**config.mk**
```make
export PLATFORM = sky130hd
export DESIGN_NAME = pmbus_option_registers
export DESIGN_NICKNAME = d
export VERILOG_FILES = /design/src/include/opt_regs_pkg.sv /design/src/hw/pmbus_option_registers.sv
export SDC_FILE = /design/constraint.sdc
export NUM_CORES = 1
export LEC_CHECK = 0
export ABC_AREA = 1
export BUFFER_PORTS_ARGS = -buffer_cell sky130_fd_sc_hd__buf_2
export CAP_MARGIN = 20
export CORE_MARGIN = 2
export CORE_UTILIZATION = 46
export CTS_CLUSTER_DIAMETER = 50
export CTS_CLUSTER_SIZE = 24
export DETAILED_ROUTE_END_ITERATION = 10
export PLACE_DENSITY = 0.82
export SLEW_MARGIN = 20
export SYNTH_ARGS = -nofsm -noshare
export SYNTH_HDL_FRONTEND = slang
export SYNTH_SLANG_ARGS = --single-unit
```
**constraint.sdc**
```tcl
create_clock -name core_clk_i -period 1.9 [get_ports core_clk_i]
set_input_delay 0.38 -clock core_clk_i [delete_from_list [all_inputs] [get_ports core_clk_i]]
set_output_delay 0.38 -clock core_clk_i [all_outputs]
set_load 0.05 [all_outputs]
```
**src/include/opt_regs_pkg.sv**
```systemverilog
// constants and carrier types for the option register bank
package opt_regs_pkg;
	// command codes of the three registers
	localparam logic [7:0] CODE_REV = 8'hae;
	localparam logic [7:0] CODE_SCRATCH = 8'hd0;
	localparam logic [7:0] CODE_OPTIONS = 8'he5;
	// values after reset
	localparam logic [15:0] SCRATCH_RESET = 16'h0000;
	localparam logic [15:0] OPTIONS_RESET = 16'h00c7;
	// write masks and the mask of option bits kept in the non-volatile store
	localparam logic [15:0] SCRATCH_WR_MASK = 16'h00ff;
	localparam logic [15:0] OPTIONS_WR_MASK = 16'h01ff;
	localparam logic [15:0] OPTIONS_NVM_MASK = 16'h01e7;
	// field positions in the option word
	localparam int FORCED_THR_BIT = 0;
	localparam int AUTO_THR_BIT = 1;
	localparam int CONV_EN_BIT = 2;
	localparam int VONLY_BIT = 3;
	localparam int OVERRIDE_BIT = 4;
	localparam int AVG_LSB = 5;
	localparam int AUTO_ARA_BIT = 7;
	localparam int SS_DIS_BIT = 8;
	// block read byte count and averaging encodings
	localparam logic [7:0] BLOCK_COUNT = 8'h02;
	localparam logic [1:0] AVG_16 = 2'h0;
	localparam logic [1:0] AVG_BYPASS = 2'h1;
	localparam logic [1:0] AVG_8 = 2'h2;
	localparam logic [1:0] AVG_32 = 2'h3;
	localparam logic [5:0] DEPTH_16 = 6'h10;
	localparam logic [5:0] DEPTH_8 = 6'h08;
	localparam logic [5:0] DEPTH_32 = 6'h20;
	localparam logic [5:0] DEPTH_ONE = 6'h01;

	// one command from the protocol engine
	typedef struct packed {
		logic wr_word;
		logic rd_start;
		logic byte_len;
		logic [7:0] code;
		logic [15:0] wdata;
	} cmd_t;

	// image exchanged with the non-volatile store
	typedef struct packed {
		logic [7:0] scratch;
		logic [15:0] options;
	} nvm_image_t;

	// settings handed to the measurement path
	typedef struct packed {
		logic conv_en;
		logic vout_upd;
		logic iout_upd;
		logic temp_upd;
		logic fast_vout;
		logic avg_bypass;
		logic [5:0] avg_depth;
	} meas_ctl_t;
endpackage

```
**src/hw/pmbus_option_registers.sv**
```systemverilog
// option, scratch and revision registers of the management port
`timescale 1ns/100ps
module pmbus_option_registers #(
	parameter logic [15:0] SILICON_REV = 16'h0001, // arbitrary value
	parameter int FAULTS = 8
) (
	input wire logic core_clk_i,
	input wire logic rst_n_i,
	input wire opt_regs_pkg::cmd_t cmd_i,
	input wire logic rd_pop_i,
	input wire logic store_all_i,
	input wire logic nvm_restore_i,
	input wire opt_regs_pkg::nvm_image_t nvm_image_i,
	input wire logic bus_detect_cmp_i,
	input wire logic preset_voltage_pin_used_i,
	input wire logic invalid_seen_i,
	input wire logic ara_answered_i,
	input wire logic [FAULTS-1:0] fault_active_i,
	input wire logic [FAULTS-1:0] fault_unmask_i,
	output logic ack_o,
	output logic nack_o,
	output logic [7:0] rd_byte_o,
	output logic rd_valid_o,
	output logic rd_last_o,
	output logic nvm_save_o,
	output opt_regs_pkg::nvm_image_t nvm_image_o,
	output logic thr_1v8_o,
	output opt_regs_pkg::meas_ctl_t meas_ctl_o,
	output logic write_check_override_o,
	output logic invalid_flag_set_o,
	output logic soft_start_detect_disable_o,
	output logic [FAULTS-1:0] fault_mask_o
);
	import opt_regs_pkg::*;

	typedef struct packed {
		logic [15:0] scratch;
		logic [15:0] options;
		logic [23:0] rd_buf;
		logic [1:0] rd_cnt;
		logic rd_valid;
		logic rd_last;
		logic ack;
		logic nack;
		logic save;
		nvm_image_t image;
		logic cmp_s1;
		logic cmp_s2;
		logic cmp_s3;
		logic cmp_stable;
		logic thr_1v8;
		meas_ctl_t meas;
		logic inv_set;
		logic [FAULTS-1:0] fmask;
	} state_t;

	state_t state_reg;
	state_t state_next;
	logic hit_rev;
	logic hit_scratch;
	logic hit_options;
	logic mapped;
	logic [1:0] avg_sel;

	assign hit_rev = cmd_i.code == CODE_REV;
	assign hit_scratch = cmd_i.code == CODE_SCRATCH;
	assign hit_options = cmd_i.code == CODE_OPTIONS;
	assign mapped = hit_rev | hit_scratch | hit_options;
	assign avg_sel = state_reg.options[AVG_LSB+:2];

	// next state of every register in the bank
	always_comb begin
		state_next = state_reg;
		state_next.ack = 1'b0;
		state_next.nack = 1'b0;
		state_next.save = 1'b0;
		// byte transfers and unknown codes are refused outright
		if (cmd_i.wr_word || cmd_i.rd_start) begin
			if (cmd_i.byte_len || !mapped) begin
				state_next.nack = 1'b1;
			end else begin
				state_next.ack = 1'b1;
			end
		end
		// word writes; the revision word takes no write
		// revision write ignored
		if (cmd_i.wr_word && !cmd_i.byte_len) begin
			if (hit_scratch) begin
				state_next.scratch = cmd_i.wdata & SCRATCH_WR_MASK;
			end
			if (hit_options) begin
				state_next.options = cmd_i.wdata & OPTIONS_WR_MASK;
			end
		end
		// restore loads saved fields, volatile bits keep their value
		if (nvm_restore_i) begin
			state_next.scratch = {8'h00, nvm_image_i.scratch};
			state_next.options = (nvm_image_i.options & OPTIONS_NVM_MASK)
				| (state_reg.options & ~OPTIONS_NVM_MASK & OPTIONS_WR_MASK);
		end
		// read stream: a pop shifts the next byte out, a start reloads
		if (rd_pop_i && state_reg.rd_cnt != 2'h0) begin
			state_next.rd_buf = {8'h00, state_reg.rd_buf[23:8]};
			state_next.rd_cnt = state_reg.rd_cnt - 2'h1;
		end
		if (cmd_i.rd_start && !cmd_i.byte_len && mapped) begin
			if (hit_rev) begin
				state_next.rd_buf = {SILICON_REV, BLOCK_COUNT};
				state_next.rd_cnt = 2'h3;
			end else begin
				state_next.rd_buf = {8'h00, hit_scratch ? state_reg.scratch
					: state_reg.options};
				state_next.rd_cnt = 2'h2;
			end
		end
		if (store_all_i) begin
			state_next.save = 1'b1;
			state_next.image.scratch = state_reg.scratch[7:0];
			state_next.image.options = state_reg.options & OPTIONS_NVM_MASK;
		end
		// comparator pin: three stages, accept when last two agree
		state_next.cmp_s1 = bus_detect_cmp_i;
		state_next.cmp_s2 = state_reg.cmp_s1;
		state_next.cmp_s3 = state_reg.cmp_s2;
		if (state_reg.cmp_s2 == state_reg.cmp_s3) begin
			state_next.cmp_stable = state_reg.cmp_s3;
		end
		// auto detect picks from comparator and pin
		if (state_reg.options[AUTO_THR_BIT]) begin
			state_next.thr_1v8 = state_reg.cmp_stable
				| preset_voltage_pin_used_i;
		end else begin
			state_next.thr_1v8 = state_reg.options[FORCED_THR_BIT];
		end
		state_next.meas.conv_en = state_reg.options[CONV_EN_BIT];
		state_next.meas.vout_upd = state_reg.options[CONV_EN_BIT];
		state_next.meas.iout_upd = state_reg.options[CONV_EN_BIT]
			& ~state_reg.options[VONLY_BIT];
		state_next.meas.temp_upd = state_next.meas.iout_upd;
		state_next.meas.fast_vout = state_reg.options[VONLY_BIT];
		case (avg_sel)
			AVG_16: state_next.meas.avg_depth = DEPTH_16;
			AVG_8: state_next.meas.avg_depth = DEPTH_8;
			AVG_32: state_next.meas.avg_depth = DEPTH_32;
			default: state_next.meas.avg_depth = DEPTH_ONE;
		endcase
		state_next.meas.avg_bypass = avg_sel == AVG_BYPASS;
		// invalid flag only without override; no replay
		state_next.inv_set = invalid_seen_i & ~state_reg.options[OVERRIDE_BIT];
		// mask faults present at the answer; set wins over clear
		state_next.fmask = state_reg.fmask & ~fault_unmask_i;
		if (ara_answered_i && state_reg.options[AUTO_ARA_BIT]) begin
			state_next.fmask = state_next.fmask | fault_active_i;
		end
		// stream flags kept in flops, so the pins carry no decode
		state_next.rd_valid = state_next.rd_cnt != 2'h0;
		state_next.rd_last = state_next.rd_cnt == 2'h1;
	end

	// single register stage for the whole bank
	always_ff @(posedge core_clk_i or negedge rst_n_i) begin
		if (!rst_n_i) begin
			state_reg <= '0;
			state_reg.scratch <= SCRATCH_RESET;
			state_reg.options <= OPTIONS_RESET;
			state_reg.meas.conv_en <= 1'b1;
			state_reg.meas.vout_upd <= 1'b1;
			state_reg.meas.iout_upd <= 1'b1;
			state_reg.meas.temp_upd <= 1'b1;
			state_reg.meas.avg_depth <= DEPTH_8;
			state_reg.thr_1v8 <= 1'b1;
		end else begin
			state_reg <= state_next;
		end
	end

	// outputs straight from the flops
	assign ack_o = state_reg.ack;
	assign nack_o = state_reg.nack;
	assign rd_byte_o = state_reg.rd_buf[7:0];
	assign rd_valid_o = state_reg.rd_valid;
	assign rd_last_o = state_reg.rd_last;
	assign nvm_save_o = state_reg.save;
	assign nvm_image_o = state_reg.image;
	assign thr_1v8_o = state_reg.thr_1v8;
	assign meas_ctl_o = state_reg.meas;
	// override level to the write checkers
	assign write_check_override_o = state_reg.options[OVERRIDE_BIT];
	assign invalid_flag_set_o = state_reg.inv_set;
	assign soft_start_detect_disable_o = state_reg.options[SS_DIS_BIT];
	assign fault_mask_o = state_reg.fmask;
endmodule

```
==> results.ini, run 1 <==
[status]
outcome = completed

[timing]
maxSlewHeadroom = 0.497
slew_violations = 0
worst_pin_slew_ps = 753
fmax_ghz = 0.639
rsz0062_at_grt = no
min_period_over_period = 0.823
setup_viol = 0
skew_ps = 5.99
tns_ps = 0
fin_crit_ps = 1560
hold_viol = 0

[clock_tree]
cts_max_level = 3
cts_sinks = 70
clock_latency_ps = 340
postCtsSetupBuffers = 0
cts_max_path_buffers = 2
cts_tree = yes
numCtsBuffers = 9
cts_resized = 0
cts_root_buf = clkbuf_8
cts.clk_slew.worst_paths_ps = 70
cts_hold_buf = 0

[floorplan]
fp.dieW_um = 91.2
num_rows = 31
dieArea_um2 = 8320
die_y_um = 91.2
start_util = 0.480
core_um2 = 7290
io_pins = 137

[logic_synthesis]
synth.most_common_cell = nand2_1
synth_area_leader_cell = dfrtp_1
netlist_instances = 387
ys_warn_count = 0
ys_top_cells_by_area = dfrtp_1 (44%), buf_4 (11%), nand2_1 (8.5%)
synth.distinct_cells = 29
syn_area_um2 = 3500
avgSynthCellArea_um2 = 9.04
synth_edf_count = 0
synth_ff_type = dfrtp_1
async_flop_share = 1.00
ys_ff_latch = 70
ys_seq_area_frac = 0.504
synth_top_area_frac = 0.436
yosys-top-cells-count = nand2_1 (79), dfrtp_1 (61), buf_4 (52)

[power]
cellPowerDensity_nw_per_um2 = 1010
clkPwrFrac = 0.317
p_comb_frac = 0.247
seq_power_share = 0.436
sw_frac_of_total = 0.342
p_switching_mw = 1.38
ir_worst_vdd_mv = 0.441
p_int_mw = 2.66
power.leakage_nw = 2.21

[routing]
drtIter0Drc = 76
firstDrtPassIters = 4
drc_errors = 0
post_drt_wl_per_cell_um = 12.3
postRouteWirelength_um = 6910
num_vias = 2568
vias_per_cell = 4.57
drtAntennaViolNets = 0

[critical_path]
r2r_start = state_reg[55]$_DFF_PN0_
r2r_setup_slack_ps = 340
critPathKind = flip-flop to flip-flop
critPathLaunchType = flip-flop
end_kind = flip-flop
reg2reg_to = state_reg[55]$_DFF_PN0_
r2r_cells = 7
cp_max_fo = 13
cp.required_ps = 2110
cp_data_arrival_time_ps = 1780

[place]
port_buffers = 109
dp_hpwl_um = 5300
place_inst = 546
finalWeightedCongestion = 0.796
place_area_um2 = 3790

[layout]
post_route_cells_drive_above_1_share = 0.374
antenna_cells = 0
finalNonFillerCells = 562
largest_reg_flops = 17
final_area_um2 = 4000
multiInputGateArea_um2 = 1160
fin_nets = 535
nFillCells = 701
area_growth_pct = 14.4
regArea_um2 = 1760

[global_routing]
grt_max_degree = 71
grt_pass1_vias = 2511
grt_pass1_wl_um = 11600
overflow = 0
antenna_found_initial = 0
grt.total_usage = 0.175

[run]
maxCapViolations = 0

[hold_path]
worstHoldPathType = input port to async pin

-- worst max-delay path, stage by stage (launching register included) --
cell and delay, ps:
dfrtp_1 390, inv_1 80, ha_1 140, nor2_1 70, inv_1 280, nor2_1 70
o21ai_0 300, o21ai_1 120
-- power by group through the flow --
stage	registers [mW]	logic, mW	clock network, mW
detailed placement	1.79	1.00	0
CTS	1.76	1.01	1.31
floorplan	1.86	0.787	0
finish	1.76	0.998	1.28
global route	1.78	1.08	1.38
global placement	1.78	0.979	0
-- cell usage in the layout, fill, tap and decap left out, types with 2 or more instances in the layout --
cell       netlist  layout
buf_2            5     109
nand2_1         79      79
dfrtp_1         61      61
inv_1           37      37
nand3_1         34      34
nor2_1          28      28
o21ai_0         16      16
mux2_2          12      12
a21oi_1         11      11
conb_1           1      11
dfstp_2          9       9
clkbuf_8         0       9
o21ai_2          7       7
nand2_2          6       6
a21boi_0         6       6
nor2_2           3       3
clkinv_2         1       3
buf_4           52       3
inv_2            2       2
nand3_2          2       2
nor3_4           2       2
bufinv_16        0       2
-- metal layers --
| metal | track usage | wire length [µm] | vias to the layer above |
|---|---|---|---|
| met1 | 0.230 | 3150 | 1185 |
| met2 | 0.278 | 3270 | 67 |
| met4 | 0.0884 | 162 | 0 |
| met5 | 0 | 0 | - |
| met3 | 0.0340 | 323 | 12 |
| li1 | - | - | 1304 |
-- metrics by stage --
stage | worst slack (ps) | power (mW) | hold slack (ps) | util
after floorplan | 534 | 2.65 | 84.4 | -
after global placement | 238 | 2.76 | 334 | 0.519
after detailed placement | 202 | 2.80 | 347 | 0.519
after CTS | 324 | 4.08 | 51.6 | 0.549
after global routing | 135 | 4.24 | 53.8 | 0.549
final | 336 | 4.04 | 21.8 | 0.549
-- kinds of logic after synthesis --
kind of cell	synth area share
simple gates	0.199
buf+inv	0.175
flops	0.504
compound gates	0.0726
mux	0.0415
fa+ha+maj	0.00644
other cells	0.00107
-- layout make-up --
type                       count  share of cell area
sequential                    70               0.441
timing repair buffer         113               0.147
multi-input combinational    224               0.290
tap                           99              0.0310
clock inverter                 6              0.0216
clock buffer                  10              0.0319
inverter                      40              0.0378
-- worst max-delay path by stage --
stage | from | endpoint | cells past startpoint
2_1_floorplan | state_reg[55]$_DFF_PN0_ | rd_byte_o[1]$_DFFE_PN0P_ | 8
3_3_place_gp | cmd_i[23] | avg_sel[0]$_DFFE_PN0P_ | 8
3_5_place_dp | cmd_i[17] | avg_sel[0]$_DFFE_PN0P_ | 9
4_1_cts | state_reg[55]$_DFF_PN0_ | state_reg[55]$_DFF_PN0_ | 7
5_1_grt | state_reg[55]$_DFF_PN0_ | rd_byte_o[5]$_DFFE_PN0P_ | 7
6_report | state_reg[55]$_DFF_PN0_ | state_reg[55]$_DFF_PN0_ | 7
No activity file was read; power rests on OpenSTA's default activity.
==> run 2, diff against run 1 <==
ABC_AREA = 0   (was 1)
PLACE_DENSITY = 0.83   (was 0.82)
clock period = 1.6 ns   (was 1.9 ns; I/O delays follow)
==> run 2 against run 1 <==
Against the previous run:
- sequential share of layout area down 0.096 points
- critical path type is now input port to flip-flop
- global-route usage up 0.11 points
- combinational power up 21%
- first-iteration DRC count down 36%
- clock skew up 1.7 ps
- largest cell class unchanged
- die area down 3.9%
- power up 14%
- worst setup slack worse by 300 ps
- final area up 0.22%
- critical path depth down 1
- register-to-register slack worse by 230 ps
- clock-buffer cell count up 1
==> results.ini, run 2 <==
[clock_tree]
postCtsSetupBuffers = 0  ; unchanged
cts_root_buf = clkbuf_8
numCtsBuffers = 9  ; unchanged
cts.clk_slew.worst_paths_ps = 70  ; about the same
cts_sinks = 70  ; unchanged
cts_max_level = 3  ; unchanged
cts_tree = yes
clock_latency_ps = 330  ; about the same
cts_max_path_buffers = 2  ; unchanged

[hold_path]
worstHoldPathType = input port to flip-flop
hold_depth = 1

[timing]
fin_crit_ps = 1560
tns_ps = 0  ; unchanged
setup_ws_ps = 35.8  ; -300 ps
hold_viol = 0  ; unchanged
setup_viol = 0  ; unchanged
hold_ws_ps = 92.6  ; +70.8 ps
slew_violations = 0  ; unchanged
skew_ps = 7.66  ; +1.67 ps
min_period_over_period = 0.978
fmax_ghz = 0.639

[critical_path]
r2r_setup_slack_ps = 110  ; -230 ps
critPathLaunchType = input port
end_kind = flip-flop
critPathKind = input port to flip-flop
cp.required_ps = 1810  ; -300 ps
cp_data_arrival_time_ps = 1780  ; about the same
cp_max_fo = 8  ; -5
r2r_cells = 6  ; -1

[layout]
largest_reg_flops = 17  ; unchanged
final_common_cell = buf_2
post_route_cells_drive_above_1_share = 0.463  ; +0.0891
fin_nets = 461  ; -14%
area_growth_pct = 19.5
layout_common_cells = buf_2 (108), dfrtp_1 (61), nand2_1 (25)
antenna_cells = 0  ; unchanged

[logic_synthesis]
async_flop_share = 1.00  ; unchanged
yosys-top-cells-count = dfrtp_1 (61), buf_4 (53), mux2i_1 (25), nand2_1 (25), mux2_2 (17)
synth.distinct_cells = 40  ; +38%
syn_area_um2 = 3360  ; -4.0%
ys_seq_area_frac = 0.525  ; +0.0212
synth_ff_type = dfrtp_1
synth_area_leader_cell = dfrtp_1
ys_warn_count = 0  ; unchanged
synth_top_area_frac = 0.455  ; +0.0184
ys_ff_latch = 70  ; unchanged
synth_edf_count = 0  ; unchanged
synth.most_common_cell = dfrtp_1
avgSynthCellArea_um2 = 11.2  ; +24%
netlist_instances = 300  ; -22%
ys_top_cells_by_area = dfrtp_1 (45%), buf_4 (12%), mux2i_1 (7.5%)

[global_routing]
grt_max_degree = 44  ; -38%
overflow = 0  ; unchanged
grt_pass1_wl_um = 10400  ; -10%
grt_pass1_vias = 2172  ; -14%
grt.total_usage = 0.177  ; +0.00113
antenna_found_initial = 0  ; unchanged

[place]
finalWeightedCongestion = 0.806  ; +1.3%
dp_slack_ps = -341  ; -543 ps
port_buffers = 109  ; unchanged
dp_hpwl_um = 5240  ; -1.1%

[status]
outcome = completed

[routing]
num_vias = 2329  ; -9.3%
post_drt_wl_per_cell_um = 14.0  ; +14%
drc_errors = 0  ; unchanged
vias_per_cell = 4.77  ; +4.4%
postRouteWirelength_um = 6820  ; -1.3%
drtAntennaViolNets = 0  ; unchanged
firstDrtPassIters = 4  ; unchanged
drtIter0Drc = 49  ; -36%

[power]
power.leakage_nw = 2.00  ; -9.8%
ir_worst_vdd_mv = 0.602  ; +37%
cellPowerDensity_nw_per_um2 = 1150  ; +13%

[floorplan]
core_um2 = 7180  ; -1.6%
fp.dieW_um = 89.4  ; -2.0%
io_pins = 137  ; unchanged
die_y_um = 89.4  ; -2.0%
start_util = 0.468  ; -0.0119
num_rows = 31  ; unchanged
dieArea_um2 = 7990  ; -3.9%

[run]
maxCapViolations = 0  ; unchanged

==> run 2: changes by cell type after synthesis, moves of 7 or more <==
cell	previous run	this run
inv_1	37	11
mux2i_1	1	25
nand2_1	79	25
nand3_1	34	0
nor2_1	28	9
o22ai_1	0	7
==> run 2: cell type report <==
| cell class | instances | area (µm²) |
|---|---|---|
| fillers | 627 | 3170 |
| flip-flops and latches | 70 | 1760 |
| multi-input cells | 166 | 1170 |
| repair buffers | 126 | 728 |
| clock buffers | 11 | 131 |
| well taps | 99 | 124 |
| clock inverters | 5 | 50.0 |
| inverters | 11 | 41.3 |
==> run 2: routing by layer <==
layer | up-vias | routed length, µm | track usage
li1 | 1124 | - | -
met1 | 1107 | 2870 | 0.221
met2 | 87 | 3410 | 0.290
met3 | 11 | 420 | 0.0388
met4 | 0 | 125 | 0.0855
met5 | - | 0 | 0
==> run 2: cell families (layout without fill, tap and decap cells) <==
family | count (synthesis) | in the layout | share of synthesized area
AO/OA/AOI/OAI | 48 | 48 | 0.0828
buffers and inverters | 74 | 153 | 0.144
multiplexers | 42 | 42 | 0.132
other | 1 | 11 | 0.00112
AND/OR/NAND/NOR | 62 | 62 | 0.106
XOR/XNOR | 1 | 1 | 0.00261
adder cells (fa/ha/maj) | 2 | 2 | 0.00671
flip-flops | 70 | 70 | 0.525
==> run 2: worst max-delay path, stage by stage <==
cell and delay, ps:
buf_2 120, or4b_4 570, or2_4 290, buf_12 150
mux2i_2 220, o22ai_1 100
==> run 2: final timing paths <==
check | to | startpoint
worst max-delay path | rd_byte_o[5]$_DFFE_PN0P_ | cmd_i[16]
worst min-delay path | state_next[24]$_DFF_PN0_ | bus_detect_cmp_i
worst max register to register | rd_valid_o$_DFF_PN0_ | state_reg[55]$_DFF_PN0_
worst min register to register | state_next[23]$_DFF_PN0_ | state_next[24]$_DFF_PN0_
max in group asynchronous | meas_ctl_o[3]$_DFF_PN1_ | rst_n_i
min in group asynchronous | fault_mask_o[7]$_DFF_PN0_ | rst_n_i
==> run 2: power breakdown <==
part / switching, mW / internal (mW)
Clock: 0.612 / 0.710
Sequential: 0.106 / 1.96
Combinational: 0.823 / 0.383
==> run 2: metrics by stage <==
stage | cell area (µm²) | power, mW | cells | util
floorplan | 3400 | 3.07 | 310 | -
global placement | 3800 | 3.24 | 471 | 0.529
detailed placement | 3800 | 3.29 | 471 | 0.529
CTS | 3990 | 4.64 | 488 | 0.556
global route | 4010 | 4.84 | 488 | 0.559
finish | 4010 | 4.60 | 488 | 0.559
==> run 2: what timing repair did <==
action	in CTS	in global routing
hold endpoints to repair	6	0
hold buffers	1	0
endpoints found under the setup margin	8	8
gates resized for setup	1	5
